**config.mk**
```make
export PLATFORM = sky130hd
export DESIGN_NAME = switch_global_control
export DESIGN_NICKNAME = d
export VERILOG_FILES = /design/src/logic/sw_glob_pkg.sv /design/src/logic/age_timer.sv /design/src/logic/switch_global_control.sv
export SDC_FILE = /design/constraint.sdc
export NUM_CORES = 1
export LEC_CHECK = 0
export ABC_CLOCK_PERIOD_IN_PS = 4500
export BUFFER_PORTS_ARGS = -buffer_cell sky130_fd_sc_hd__buf_2
export CAP_MARGIN = 20
export CORE_ASPECT_RATIO = 0.8
export CORE_MARGIN = 5
export CORE_UTILIZATION = 59
export CTS_BUF_LIST = sky130_fd_sc_hd__clkbuf_8
export DETAILED_ROUTE_END_ITERATION = 7
export GPL_TIMING_DRIVEN = 0
export PLACE_DENSITY = 0.95
export RECOVER_POWER = 100
export SETUP_SLACK_MARGIN = 0.4
export SLEW_MARGIN = 20
export SYNTH_ARGS = -nofsm -noshare
export SYNTH_HDL_FRONTEND = slang
export SYNTH_SLANG_ARGS = --single-unit
```
**constraint.sdc**
```tcl
create_clock -name clk -period 4.5 [get_ports clk]
set_clock_uncertainty 0.1 [all_clocks]
set_input_delay 0.45 -clock clk [delete_from_list [all_inputs] [get_ports clk]]
set_output_delay 0.45 -clock clk [all_outputs]
set_load 0.01 [all_outputs]
```
**src/logic/sw_glob_pkg.sv**
```systemverilog
/*
  Package for the switch global control register bank: offsets, field positions,
  reset values, aging timing constants and the carrier structs.
  Assumes a 16-bit host register port with byte enables, clocked with the switch.
*/
package sw_glob_pkg;
  // register offsets in the host byte address space
  localparam logic [7:0] OFS_CTRL_ONE = 8'h02;
  localparam logic [7:0] OFS_CTRL_TWO = 8'h04;

  // first register field positions
  localparam int BIT_LEN_CHECK = 11;
  localparam int BIT_AGE_EN = 10;
  localparam int BIT_FAST_AGE = 9;
  localparam int BIT_AGGR_BACKOFF = 8;
  localparam int BIT_RATE_FC = 5;
  localparam int BIT_RX_2K = 4;
  localparam int BIT_PASS_FC = 3;
  localparam int BIT_LINK_AGE = 0;
  // second register field positions
  localparam int BIT_VLAN_EN = 15;
  localparam int BIT_IGMP_EN = 14;
  localparam int BIT_MLD_EN = 13;

  // reset values and writable masks of the bits owned here
  localparam logic [15:0] RST_CTRL_ONE = 16'h0450; // aging, 2K on; reserved 7:6 = 01
  localparam logic [15:0] MASK_CTRL_ONE = 16'h0FFF;
  localparam logic [15:0] RST_CTRL_TWO = 16'h0000;
  localparam logic [15:0] MASK_CTRL_TWO = 16'hE000;

  // frame length limits
  localparam logic [10:0] LEN_TYPE_LIMIT = 11'h5DC; // 1500
  localparam logic [11:0] MAX_LEN_NO_2K = 12'h7D0; // 2000

  // aging timing
  localparam int CLK_HZ = 50_000_000;
  localparam int FAST_AGE_US = 800;
  localparam int NORMAL_AGE_S = 300;
  localparam int NORMAL_AGE_JITTER_S = 75;
  localparam int FAST_AGE_CYC = FAST_AGE_US * (CLK_HZ / 1_000_000); // longest, rounds down
  localparam longint NORMAL_AGE_CYC =
    longint'(NORMAL_AGE_S + NORMAL_AGE_JITTER_S) * longint'(CLK_HZ);

  // host register access
  typedef struct packed {
    logic wr;
    logic rd;
    logic [7:0] addr;
    logic [1:0] be;
    logic [15:0] wdata;
  } reg_req_t;

  // control levels to the datapath and aging logic
  typedef struct packed {
    logic len_check;
    logic age_en;
    logic fast_age;
    logic aggr_backoff;
    logic rate_fc;
    logic rx_2k;
    logic pass_fc;
    logic link_age;
    logic vlan_en;
    logic igmp_en;
    logic mld_en;
  } ctrl_t;
endpackage : sw_glob_pkg

```
**src/logic/age_timer.sv**
```systemverilog
/*
  Aging tick generator: emits a sweep pulse for the address table at the
  normal or fast period, plus one-shot fast sweeps and flush on link loss.
  Assumes link_lost is a one-cycle pulse in the clk domain.
*/
`timescale 1ns/1ps
module age_timer #(
  parameter longint NORMAL_CYC = sw_glob_pkg::NORMAL_AGE_CYC,
  parameter int FAST_CYC = sw_glob_pkg::FAST_AGE_CYC
) (
  input wire logic clk, // switch clock
  input wire logic srst, // sync reset
  input wire logic ce, // clock enable
  input wire logic age_en, // aging allowed
  input wire logic fast_age, // fast period always
  input wire logic link_age, // fast sweep after link loss
  input wire logic link_lost, // any port link to no link
  output logic sweep_r, // age one pass of the table
  output logic flush_r // age out every entry
);
  logic [39:0] cnt_r, cnt_nxt;
  logic oneshot_r, oneshot_nxt;
  logic sweep_nxt, flush_nxt;
  logic fast;

  // count toward the active period; a pending one-shot forces the fast period
  always_comb
  begin
    fast = fast_age | oneshot_r;
    cnt_nxt = cnt_r + 40'h1;
    oneshot_nxt = oneshot_r;
    sweep_nxt = 1'b0;
    flush_nxt = link_lost; // cable loss clears the table regardless of aging
    if (link_lost && link_age)
      oneshot_nxt = 1'b1;
    if (!age_en)
    begin
      cnt_nxt = 40'h0; // no periodic sweeps while disabled
    end
    else if ((fast && cnt_r >= 40'(FAST_CYC - 1)) || cnt_r >= 40'(NORMAL_CYC - 1))
    begin
      cnt_nxt = 40'h0;
      sweep_nxt = 1'b1;
      if (!(link_lost && link_age))
        oneshot_nxt = 1'b0; // back to normal period after one fast cycle
    end
  end

  always_ff @(posedge clk)
  begin
    if (srst)
    begin
      cnt_r <= 40'h0;
      oneshot_r <= 1'b0;
      sweep_r <= 1'b0;
      flush_r <= 1'b0;
    end
    else if (ce)
    begin
      cnt_r <= cnt_nxt;
      oneshot_r <= oneshot_nxt;
      sweep_r <= sweep_nxt;
      flush_r <= flush_nxt;
    end
  end
endmodule : age_timer

```
**src/logic/switch_global_control.sv**
```systemverilog
/*
  Global switch control bank: the two global control registers, their effect
  on frame admission and flow control, and the address table aging tick.
  Assumes a 16-bit register port with byte enables and per-frame descriptors
  presented by the receive datapath for one cycle.
*/
`timescale 1ns/1ps
module switch_global_control #(
  parameter longint NORMAL_CYC = sw_glob_pkg::NORMAL_AGE_CYC,
  parameter int FAST_CYC = sw_glob_pkg::FAST_AGE_CYC,
  parameter int PORTS = 2
) (
  input wire logic clk, // switch clock
  input wire logic srst, // sync reset, active high
  input wire logic ce, // clock enable
  input wire sw_glob_pkg::reg_req_t req, // host register access
  output logic [15:0] rdata_r, // read data
  output logic rvalid_r, // read data valid
  input wire logic [PORTS-1:0] link_up, // per-port link status
  input wire logic frm_valid, // frame descriptor valid
  input wire logic [11:0] frm_len, // frame length in bytes
  input wire logic [15:0] frm_len_type, // length/type field
  input wire logic [11:0] frm_payload, // actual payload length
  input wire logic frm_is_pause, // frame is flow control
  input wire logic frm_over_rate, // port over ingress limit
  input wire logic frm_size_drop, // size check from second reg bits 2,1
  output logic frm_done_r, // decision valid
  output logic frm_drop_r, // discard frame
  output logic frm_send_pause_r, // send flow control to partner
  output sw_glob_pkg::ctrl_t ctrl_r, // control levels
  output logic sweep_r, // age one table pass
  output logic flush_r // age out all entries
);
  logic [15:0] one_r, one_nxt, two_r, two_nxt;
  logic [15:0] rdata_nxt;
  logic rvalid_nxt;
  logic [PORTS-1:0] link_d_r, link_d_nxt;
  logic link_lost_r, link_lost_nxt;
  logic done_nxt, drop_nxt, pause_nxt;
  logic len_bad, size_bad, fc_filter, rate_drop;
  sw_glob_pkg::ctrl_t ctrl_nxt;

  // byte-lane merge of a write, keeping bits that this bank does not own
  function automatic logic [15:0] merge(input logic [15:0] old, input logic [15:0] wd,
                                        input logic [1:0] be, input logic [15:0] mask);
    logic [15:0] lane;
    lane = {{8{be[1]}}, {8{be[0]}}} & mask;
    merge = (old & ~lane) | (wd & lane);
  endfunction : merge

  // register pair to control levels; shared by the live path and the reset value
  function automatic sw_glob_pkg::ctrl_t decode(input logic [15:0] one, input logic [15:0] two);
    sw_glob_pkg::ctrl_t c;
    c.len_check = one[sw_glob_pkg::BIT_LEN_CHECK];
    c.age_en = one[sw_glob_pkg::BIT_AGE_EN];
    c.fast_age = one[sw_glob_pkg::BIT_FAST_AGE];
    c.aggr_backoff = one[sw_glob_pkg::BIT_AGGR_BACKOFF];
    c.rate_fc = one[sw_glob_pkg::BIT_RATE_FC];
    c.rx_2k = one[sw_glob_pkg::BIT_RX_2K];
    c.pass_fc = one[sw_glob_pkg::BIT_PASS_FC];
    c.link_age = one[sw_glob_pkg::BIT_LINK_AGE];
    c.vlan_en = two[sw_glob_pkg::BIT_VLAN_EN];
    c.igmp_en = two[sw_glob_pkg::BIT_IGMP_EN];
    c.mld_en = two[sw_glob_pkg::BIT_MLD_EN];
    decode = c;
  endfunction : decode

  // levels out of reset match the reset registers, so users never see a zero gap
  localparam sw_glob_pkg::ctrl_t CTRL_RST = decode(sw_glob_pkg::RST_CTRL_ONE,
                                                   sw_glob_pkg::RST_CTRL_TWO);

  // register writes and reads; second-register bits outside 15:13 keep their value, first-register reserved 7:6 take what is written
  always_comb
  begin
    one_nxt = one_r;
    two_nxt = two_r;
    rdata_nxt = rdata_r;
    rvalid_nxt = 1'b0;
    if (req.wr)
    begin
      case (req.addr)
        sw_glob_pkg::OFS_CTRL_ONE:
          one_nxt = merge(one_r, req.wdata, req.be, sw_glob_pkg::MASK_CTRL_ONE);
        sw_glob_pkg::OFS_CTRL_TWO:
          two_nxt = merge(two_r, req.wdata, req.be, sw_glob_pkg::MASK_CTRL_TWO);
        default: one_nxt = one_r; // other offsets belong to other banks
      endcase
    end
    if (req.rd)
    begin
      rvalid_nxt = 1'b1;
      case (req.addr)
        sw_glob_pkg::OFS_CTRL_ONE: rdata_nxt = one_r;
        sw_glob_pkg::OFS_CTRL_TWO: rdata_nxt = two_r;
        default: rdata_nxt = 16'h0000; // unmapped reads as zero
      endcase
    end
  end

  // control levels follow the registers live, no restart needed
  always_comb
  begin
    ctrl_nxt = decode(one_nxt, two_nxt);
  end

  // per-frame admission using current register values
  always_comb
  begin
    len_bad = 1'b0;
    size_bad = 1'b0;
    fc_filter = 1'b0;
    rate_drop = 1'b0;
    done_nxt = frm_valid;
    drop_nxt = 1'b0;
    pause_nxt = 1'b0;
    if (frm_valid)
    begin
      // only length-typed frames are checked; type values pass untouched
      len_bad = one_r[sw_glob_pkg::BIT_LEN_CHECK] &&
                frm_len_type < 16'(sw_glob_pkg::LEN_TYPE_LIMIT) &&
                frm_len_type != 16'(frm_payload);
      // with 2K receive on, the second-register size verdict is ignored
      if (!one_r[sw_glob_pkg::BIT_RX_2K])
        size_bad = (frm_len > sw_glob_pkg::MAX_LEN_NO_2K) || frm_size_drop;
      fc_filter = frm_is_pause && !one_r[sw_glob_pkg::BIT_PASS_FC];
      rate_drop = frm_over_rate && !one_r[sw_glob_pkg::BIT_RATE_FC];
      pause_nxt = frm_over_rate && one_r[sw_glob_pkg::BIT_RATE_FC];
      drop_nxt = len_bad || size_bad || fc_filter || rate_drop;
    end
  end

  // link-down edge detect; link_up is taken as synchronous
  always_comb
  begin
    link_d_nxt = link_up;
    link_lost_nxt = |(link_d_r & ~link_up);
  end

  // register state and readback; ctrl_r loads from the next value, so a
  // write shows on ctrl_r at the same edge as it lands in the register
  always_ff @(posedge clk)
  begin
    if (srst)
    begin
      one_r <= sw_glob_pkg::RST_CTRL_ONE;
      two_r <= sw_glob_pkg::RST_CTRL_TWO;
      rdata_r <= 16'h0000;
      rvalid_r <= 1'b0;
      ctrl_r <= CTRL_RST;
    end
    else if (ce)
    begin
      one_r <= one_nxt;
      two_r <= two_nxt;
      rdata_r <= rdata_nxt;
      rvalid_r <= rvalid_nxt;
      ctrl_r <= ctrl_nxt;
    end
  end

  // frame verdict, one cycle behind the descriptor
  always_ff @(posedge clk)
  begin
    if (srst)
    begin
      frm_done_r <= 1'b0;
      frm_drop_r <= 1'b0;
      frm_send_pause_r <= 1'b0;
    end
    else if (ce)
    begin
      frm_done_r <= done_nxt;
      frm_drop_r <= drop_nxt;
      frm_send_pause_r <= pause_nxt;
    end
  end

  // link history cleared to all down, so leaving reset never fakes a loss
  always_ff @(posedge clk)
  begin
    if (srst)
    begin
      link_d_r <= '0;
      link_lost_r <= 1'b0;
    end
    else if (ce)
    begin
      link_d_r <= link_d_nxt;
      link_lost_r <= link_lost_nxt;
    end
  end

  // aging tick; flush on any link loss, one fast pass if enabled
  age_timer #(
    .NORMAL_CYC(NORMAL_CYC),
    .FAST_CYC(FAST_CYC)
  ) u_age (
    .clk(clk),
    .srst(srst),
    .ce(ce),
    .age_en(one_r[sw_glob_pkg::BIT_AGE_EN]),
    .fast_age(one_r[sw_glob_pkg::BIT_FAST_AGE]),
    .link_age(one_r[sw_glob_pkg::BIT_LINK_AGE]),
    .link_lost(link_lost_r),
    .sweep_r(sweep_r),
    .flush_r(flush_r)
  );
endmodule : switch_global_control

```
Word level (Yosys, flattened, before mapping)
Index checks and enable logic that the tools add are counted.
{"block": "word_totals", "mem_count": 0, "reg_bits": 109, "mem_bits_ro": 0, "elab_cells": 81, "latchBits": 0, "input_bits": 77, "output_inout_bits": 33, "ramBits": 0}
{"block": "classes", "n_addsub": 1, "n_eq_ne": 3, "bitwise_logic": 11, "order_cmp": 4, "n_shift": 0, "mul": 0, "n_reduce_logical": 18, "div_mod_pow": 0, "mux": 18}
{"operator": "40-bit 2-to-1 mux", "n": 2}
{"operator": "16-bit AND", "n": 3}
{"operator": "40-bit by 1-bit adder with 40-bit output (second input constant)", "n": 1}
{"operator": "40-bit by 16-bit greater-or-equal comparator with 1-bit output (second input constant)", "n": 1}
{"operator": "40-bit by 35-bit greater-or-equal comparator with 1-bit output (second input constant)", "n": 1}
{"operator": "16-bit 2-to-1 mux", "n": 2}
{"operator": "16-bit OR", "n": 2}
{"operator": "16-bit one-hot mux with 2 select lines", "n": 1}
{"operator": "12-bit 2-to-1 mux", "n": 2}
{"operator": "16-bit by 12-bit AND with 16-bit output", "n": 1}
{"operator": "16-bit by 11-bit < comparator with 1-bit output (second input constant)", "n": 1}
{"operator": "16-bit by 12-bit != test with 1-bit output", "n": 1}
{"operator": "12-bit NOT with 16-bit output", "n": 1}
{"operator": "16-bit NOT", "n": 1}
{"operator": "12-bit by 11-bit greater-than comparator with 1-bit output (second input constant)", "n": 1}
{"operator": "1-bit 2-to-1 mux", "n": 11}
{"operator": "8-bit by 2-bit equality test with 1-bit output (second input constant)", "n": 1}
{"operator": "8-bit by 3-bit equality test with 1-bit output (second input constant)", "n": 1}
{"operator": "1-bit logical AND", "n": 7}
{"operator": "3-bit AND reduction", "n": 2}
{"operator": "1-bit logical OR", "n": 5}
{"operator": "2-bit AND", "n": 1}
{"operator": "1-bit zero test", "n": 2}
{"operator": "2-bit NOT", "n": 1}
{"operator": "other kinds (3)", "n": 3}

Longest topological paths before layout
{"block": "logic_depth", "word_depth": 8, "depth_mapped": 9, "mapped_depth_nobuf": 7}

Modules after synthesis
Synthesis repeated with hierarchy kept, for this count alone.
{"block": "unflattened", "hier_cells": 496, "area_unflattened_um2": 4337.9}
{"mod": "age_timer", "seq_area_each_um2": 860.8, "n_inst": 1, "area_per_inst_um2": 2548.7, "cells_per_inst": 317}
{"mod": "switch_global_control", "seq_area_each_um2": 740.7, "n_inst": 1, "area_per_inst_um2": 1789.2, "cells_per_inst": 179}

Worst setup path before layout
OpenSTA, ideal clock, no wires.
{"block": "synth_timing", "path_kind": "register to register", "startpoint": "reg u_age.cnt_r[17]", "endpoint": "reg u_age.cnt_r[15]", "setup_ns": 0.127, "path_stages_with_launch": 10, "required_time_ns": 4.273, "path_buffers": 3, "setup_slack_ns": 2.274, "synth_period_minus_slack_ns": 2.226, "t_arrival_ns": 1.999, "path_cell_list": "dfxtp_1 -> clkbuf_2 -> and2_1 -> or4b_2 -> o32ai_1 -> o31ai_2 -> buf_4 -> buf_2 -> nand4_1 -> o211ai_1"}
{"block": "synth_via", "elab_chain_cells": 5}
{"element": "start, declared", "line_no": "age_timer.sv:21", "text": "logic [39:0] cnt_r, cnt_nxt;"}
{"element": "start signal, assigned", "line_no": "age_timer.sv:60", "text": "cnt_r <= cnt_nxt;"}
{"element": "40-bit by 16-bit greater-or-equal comparator with 1-bit output", "line_no": "age_timer.sv:40", "text": "else if ((fast && cnt_r >= 40'(FAST_CYC - 1)) || cnt_r >= 40'(NORMAL_CYC - 1))"}
{"element": "1-bit logical AND", "line_no": "age_timer.sv:40"}
{"element": "1-bit logical OR (*)", "line_no": "age_timer.sv:40"}
{"element": "40-bit 2-to-1 mux (*)", "line_no": "age_timer.sv:40"}
{"element": "40-bit 2-to-1 mux (*)", "line_no": "age_timer.sv:36", "text": "if (!age_en)"}
Every way passes the cells marked *; elsewhere a longest branch is shown, timed or not.
A chain may end at the register's enable or synchronous reset.

Worst setup path after layout
{"block": "layout_timing", "startpoint": "reg u_age.cnt_r[21]", "endpoint": "reg u_age.cnt_r[33]"}
{"block": "layout_via", "elab_chain_cells": 5}
{"element": "40-bit by 16-bit greater-or-equal comparator with 1-bit output", "line_no": "age_timer.sv:40"}
{"element": "1-bit logical AND", "line_no": "age_timer.sv:40"}
{"element": "1-bit logical OR", "line_no": "age_timer.sv:40"}
{"element": "40-bit 2-to-1 mux (*)", "line_no": "age_timer.sv:40"}
{"element": "40-bit 2-to-1 mux (*)", "line_no": "age_timer.sv:36"}
Marks and branches as above.

==> metrics.csv <==
stage,metric,value,unit
run_status,status,finished clean,
floorplan,die_h,85.7,um
worst_setup_path,start_kind,register,
logic_synthesis,yosys_warnings,0,
timing,setup_viol,0,
floorplan,fp.dieW,105,um
cts,clockBufferDepth,2,
logic_synthesis,netlist_area,0.00423,mm2
grt,grt_pass1_wl,21200,um
layout,mostFrequentLayoutCell,buf_2,
layout,area_growth,19.9,%
timing,fin_crit,3.05,ns
worst_setup_path,slowest_delay,0.56,ns
placed_design,place.gp.congestion,0.916,
grt,grt_pass1_vias,4483,
logic_synthesis,synthCells,543,
routing,routed_via_density,6.10,
grt,grt_max_degree,14,
floorplan,dieArea,0.00898,mm2
power_and_ir_drop,cellLeakagePower,1.99,nW
grt,grt.overflow.total,0,
cts,numCtsBuffers,9,
power_and_ir_drop,p_int,1.19,mW
power_and_ir_drop,combPwrFrac,6.9,%
grt,antenna_found_initial,0,
cts,path_clk_slew,0.08,ns
routing,via_count,4578,
routing,drc,0,
routing,wl_per_cell,17.0,um
worst_setup_path,critical_path_arrival,3.19,ns
cts,cts_tree,built,
logic_synthesis,synth_nets,621,
worst_setup_path,path_class,reg2reg,
routing,ant_nets,0,
timing,worst_slew_pin_slew,0.714,ns
timing,drv_slew,0,
routing,firstDrtPassIters,5,
worst_setup_path,worstPathRequired,4.64,ns
cts,cts_sinks,80,
cts,cts-resized-gates,0,
logic_synthesis,async_reset_ff_share,0,%
routing,wirelength,12700,um
timing,min_period_over_period,67.7,%
timing,max_freq,0.328,GHz
power_and_ir_drop,switching_share,21.3,%
logic_synthesis,syn_avg_cell_area,7.79,um2
power_and_ir_drop,ir_drop,159,uV
floorplan,rows,27,
floorplan,start_util,61.1,%
routing,drtIter0Drc,414,
logic_synthesis,yosys.cell_types.count,57,
grt,track_usage,28.3,%
placed_design,dp_hpwl,9610,um
logic_synthesis,synth_edf_count,0,
logic_synthesis,yosys.area_share.xor_xnor,3.73,%
power_and_ir_drop,clockPowerShare,45.9,%
layout,drive_gt1_share,18.6,%
cts,cts.htree.levels,3,
hold_path,min_path_type,in2reg,
logic_synthesis,yosys.area_share.simple,32.1,%
worst_setup_path,cp-end-kind,register,
layout,final_cell_mix,"89 x buf_2, 81 x nand2_1, 80 x dfxtp_1",
cts,ctsHoldBuffers,0,
power_and_ir_drop,power_density,299,mW/mm2
logic_synthesis,synth_compound_area_share,14.6,%
logic_synthesis,synthFlopType,dfxtp_1,
worst_setup_path,path_cells,clkbuf_1 -> nor4_1 -> nand3_1 -> o32a_1 -> nor4_1 -> nand3_1 -> o41ai_1,
logic_synthesis,synth_fa_ha_area_share,0.296,%
worst_setup_path,crit_slowest_cell,nor4_1,
layout,num_antenna_cells,0,
placed_design,port_buffers,105,
power_and_ir_drop,p_sw,322,uW
power_and_ir_drop,totalPowerFinal,1.52,mW
timing,rsz0062_at_grt,no,
logic_synthesis,ys_seq_elements,80,
power_and_ir_drop,p_seq_share,47.3,%
floorplan,coreArea,0.00693,mm2
job,cap_viol_max_count,0,
floorplan,ios,110,
timing,tns,0,ns
logic_synthesis,synth_top_family_by_area,simple AND/OR/NAND/NOR gates,
logic_synthesis,yosysSeqAreaShare,37.8,%
logic_synthesis,muxShareOfSynthArea,4.26,%
timing,finalHoldViolations,0,
timing,slew_headroom,52.0,%
layout,nNetsFinal,737,
cts,root_buffer,clkbuf_8,
worst_setup_path,worstPathMaxFanout,8,
cts,insertion_delay,0.35,ns
cts,post-cts-setup-buffers,0,
-- worst max-delay path: cells and delay by family, from the launching register on --
family | cells | cell delay [ns]
flip-flops | 1 | 0.31
AO/OA/AOI/OAI | 2 | 0.80
AND/OR/NAND/NOR | 4 | 1.53
buffers and inverters | 1 | 0.20
-- power by group through the flow --
stage	Sequential, mW	Combinational, mW	Clock, mW
detailed placement	0.734	0.104	0
floorplan	0.733	0.0492	0
finish	0.717	0.104	0.696
global placement	0.733	0.0994	0
global route	0.718	0.115	0.733
CTS	0.717	0.104	0.702
-- worst paths after layout --
check,to,slack [ns],from,cells after the start
setup / recovery,u_age.cnt_r[33],1.45,u_age.cnt_r[21],7
hold / removal,ctrl_r[2],0.23,req[15],3
setup reg to reg,u_age.cnt_r[33],1.45,u_age.cnt_r[21],7
hold reg to reg,rdata_r[5],0.36,rdata_r[5],2
-- Yosys cell counts, types with 2 or more instances --
| master | count | area (um2) |
|---|---|---|
| a22oi_1 | 4 | 30.0 |
| and2_1 | 8 | 50.1 |
| and3_1 | 4 | 25.0 |
| xnor2_1 | 15 | 131 |
| a21oi_1 | 16 | 80.1 |
| nor3_1 | 9 | 45.0 |
| a41oi_1 | 3 | 26.3 |
| o211ai_1 | 19 | 143 |
| clkbuf_2 | 2 | 10.0 |
| a211oi_1 | 2 | 15.0 |
| o2111ai_1 | 3 | 26.3 |
| inv_1 | 14 | 52.6 |
| clkbuf_1 | 26 | 97.6 |
| or3_1 | 2 | 12.5 |
| nor3b_1 | 2 | 15.0 |
| nand3_1 | 31 | 155 |
| buf_2 | 13 | 65.1 |
| buf_4 | 10 | 75.1 |
| nor4_1 | 13 | 81.3 |
| a31oi_1 | 3 | 18.8 |
| dfxtp_1 | 80 | 1600 |
| xor2_1 | 3 | 26.3 |
| o21ai_1 | 2 | 10.0 |
| nand2_1 | 81 | 304 |
| nand4_1 | 47 | 294 |
| and4_1 | 3 | 26.3 |
| o21ai_0 | 15 | 75.1 |
| nor2_1 | 58 | 218 |
| or4b_2 | 2 | 20.0 |
| nor2b_1 | 4 | 25.0 |
| o22ai_1 | 2 | 12.5 |
| mux2i_1 | 18 | 180 |
| nand3b_1 | 2 | 15.0 |
| a211o_1 | 4 | 35.0 |
-- metrics by stage --
stage / std cells / hold slack, ns / instance area [um2] / setup WS (ns) / util [%]
2_1_floorplan: 543 / 0.331 / 4230 / 2.27 / -
3_3_place_gp: 735 / 0.338 / 4870 / 1.67 / 70.3
3_5_place_dp: 735 / 0.342 / 4870 / 1.81 / 70.4
4_1_cts: 750 / 0.225 / 5140 / 1.82 / 74.2
5_1_grt: 750 / 0.250 / 5070 / 1.16 / 73.3
6_report: 750 / 0.232 / 5070 / 1.45 / 73.3
-- final cells by class --
type	instances	area (um2)
Buffer	51	243
Clock inverter	5	129
Inverter	14	52.6
Fill cell	559	1850
Clock buffer	10	138
Timing Repair Buffer	105	494
Sequential cell	80	1600
Multi-Input combinational cell	398	2310
Tap cell	87	109
-- per-layer routing --
| metal | global-route usage [%] | share of wire, % |
|---|---|---|
| met5 | 0 | 0 |
| met4 | 9.99 | 2.0 |
| met3 | 5.57 | 9.2 |
| met2 | 46.6 | 48 |
| met1 | 37.4 | 41 |
-- cell families after synthesis --
family          after synthesis
buf+inv                      65
simple gates                273
other cells                   1
flops                        80
mux                          18
compound gates               87
xor+xnor                     18
fa+ha+maj                     1
No activity file was read; power rests on OpenSTA's default activity.
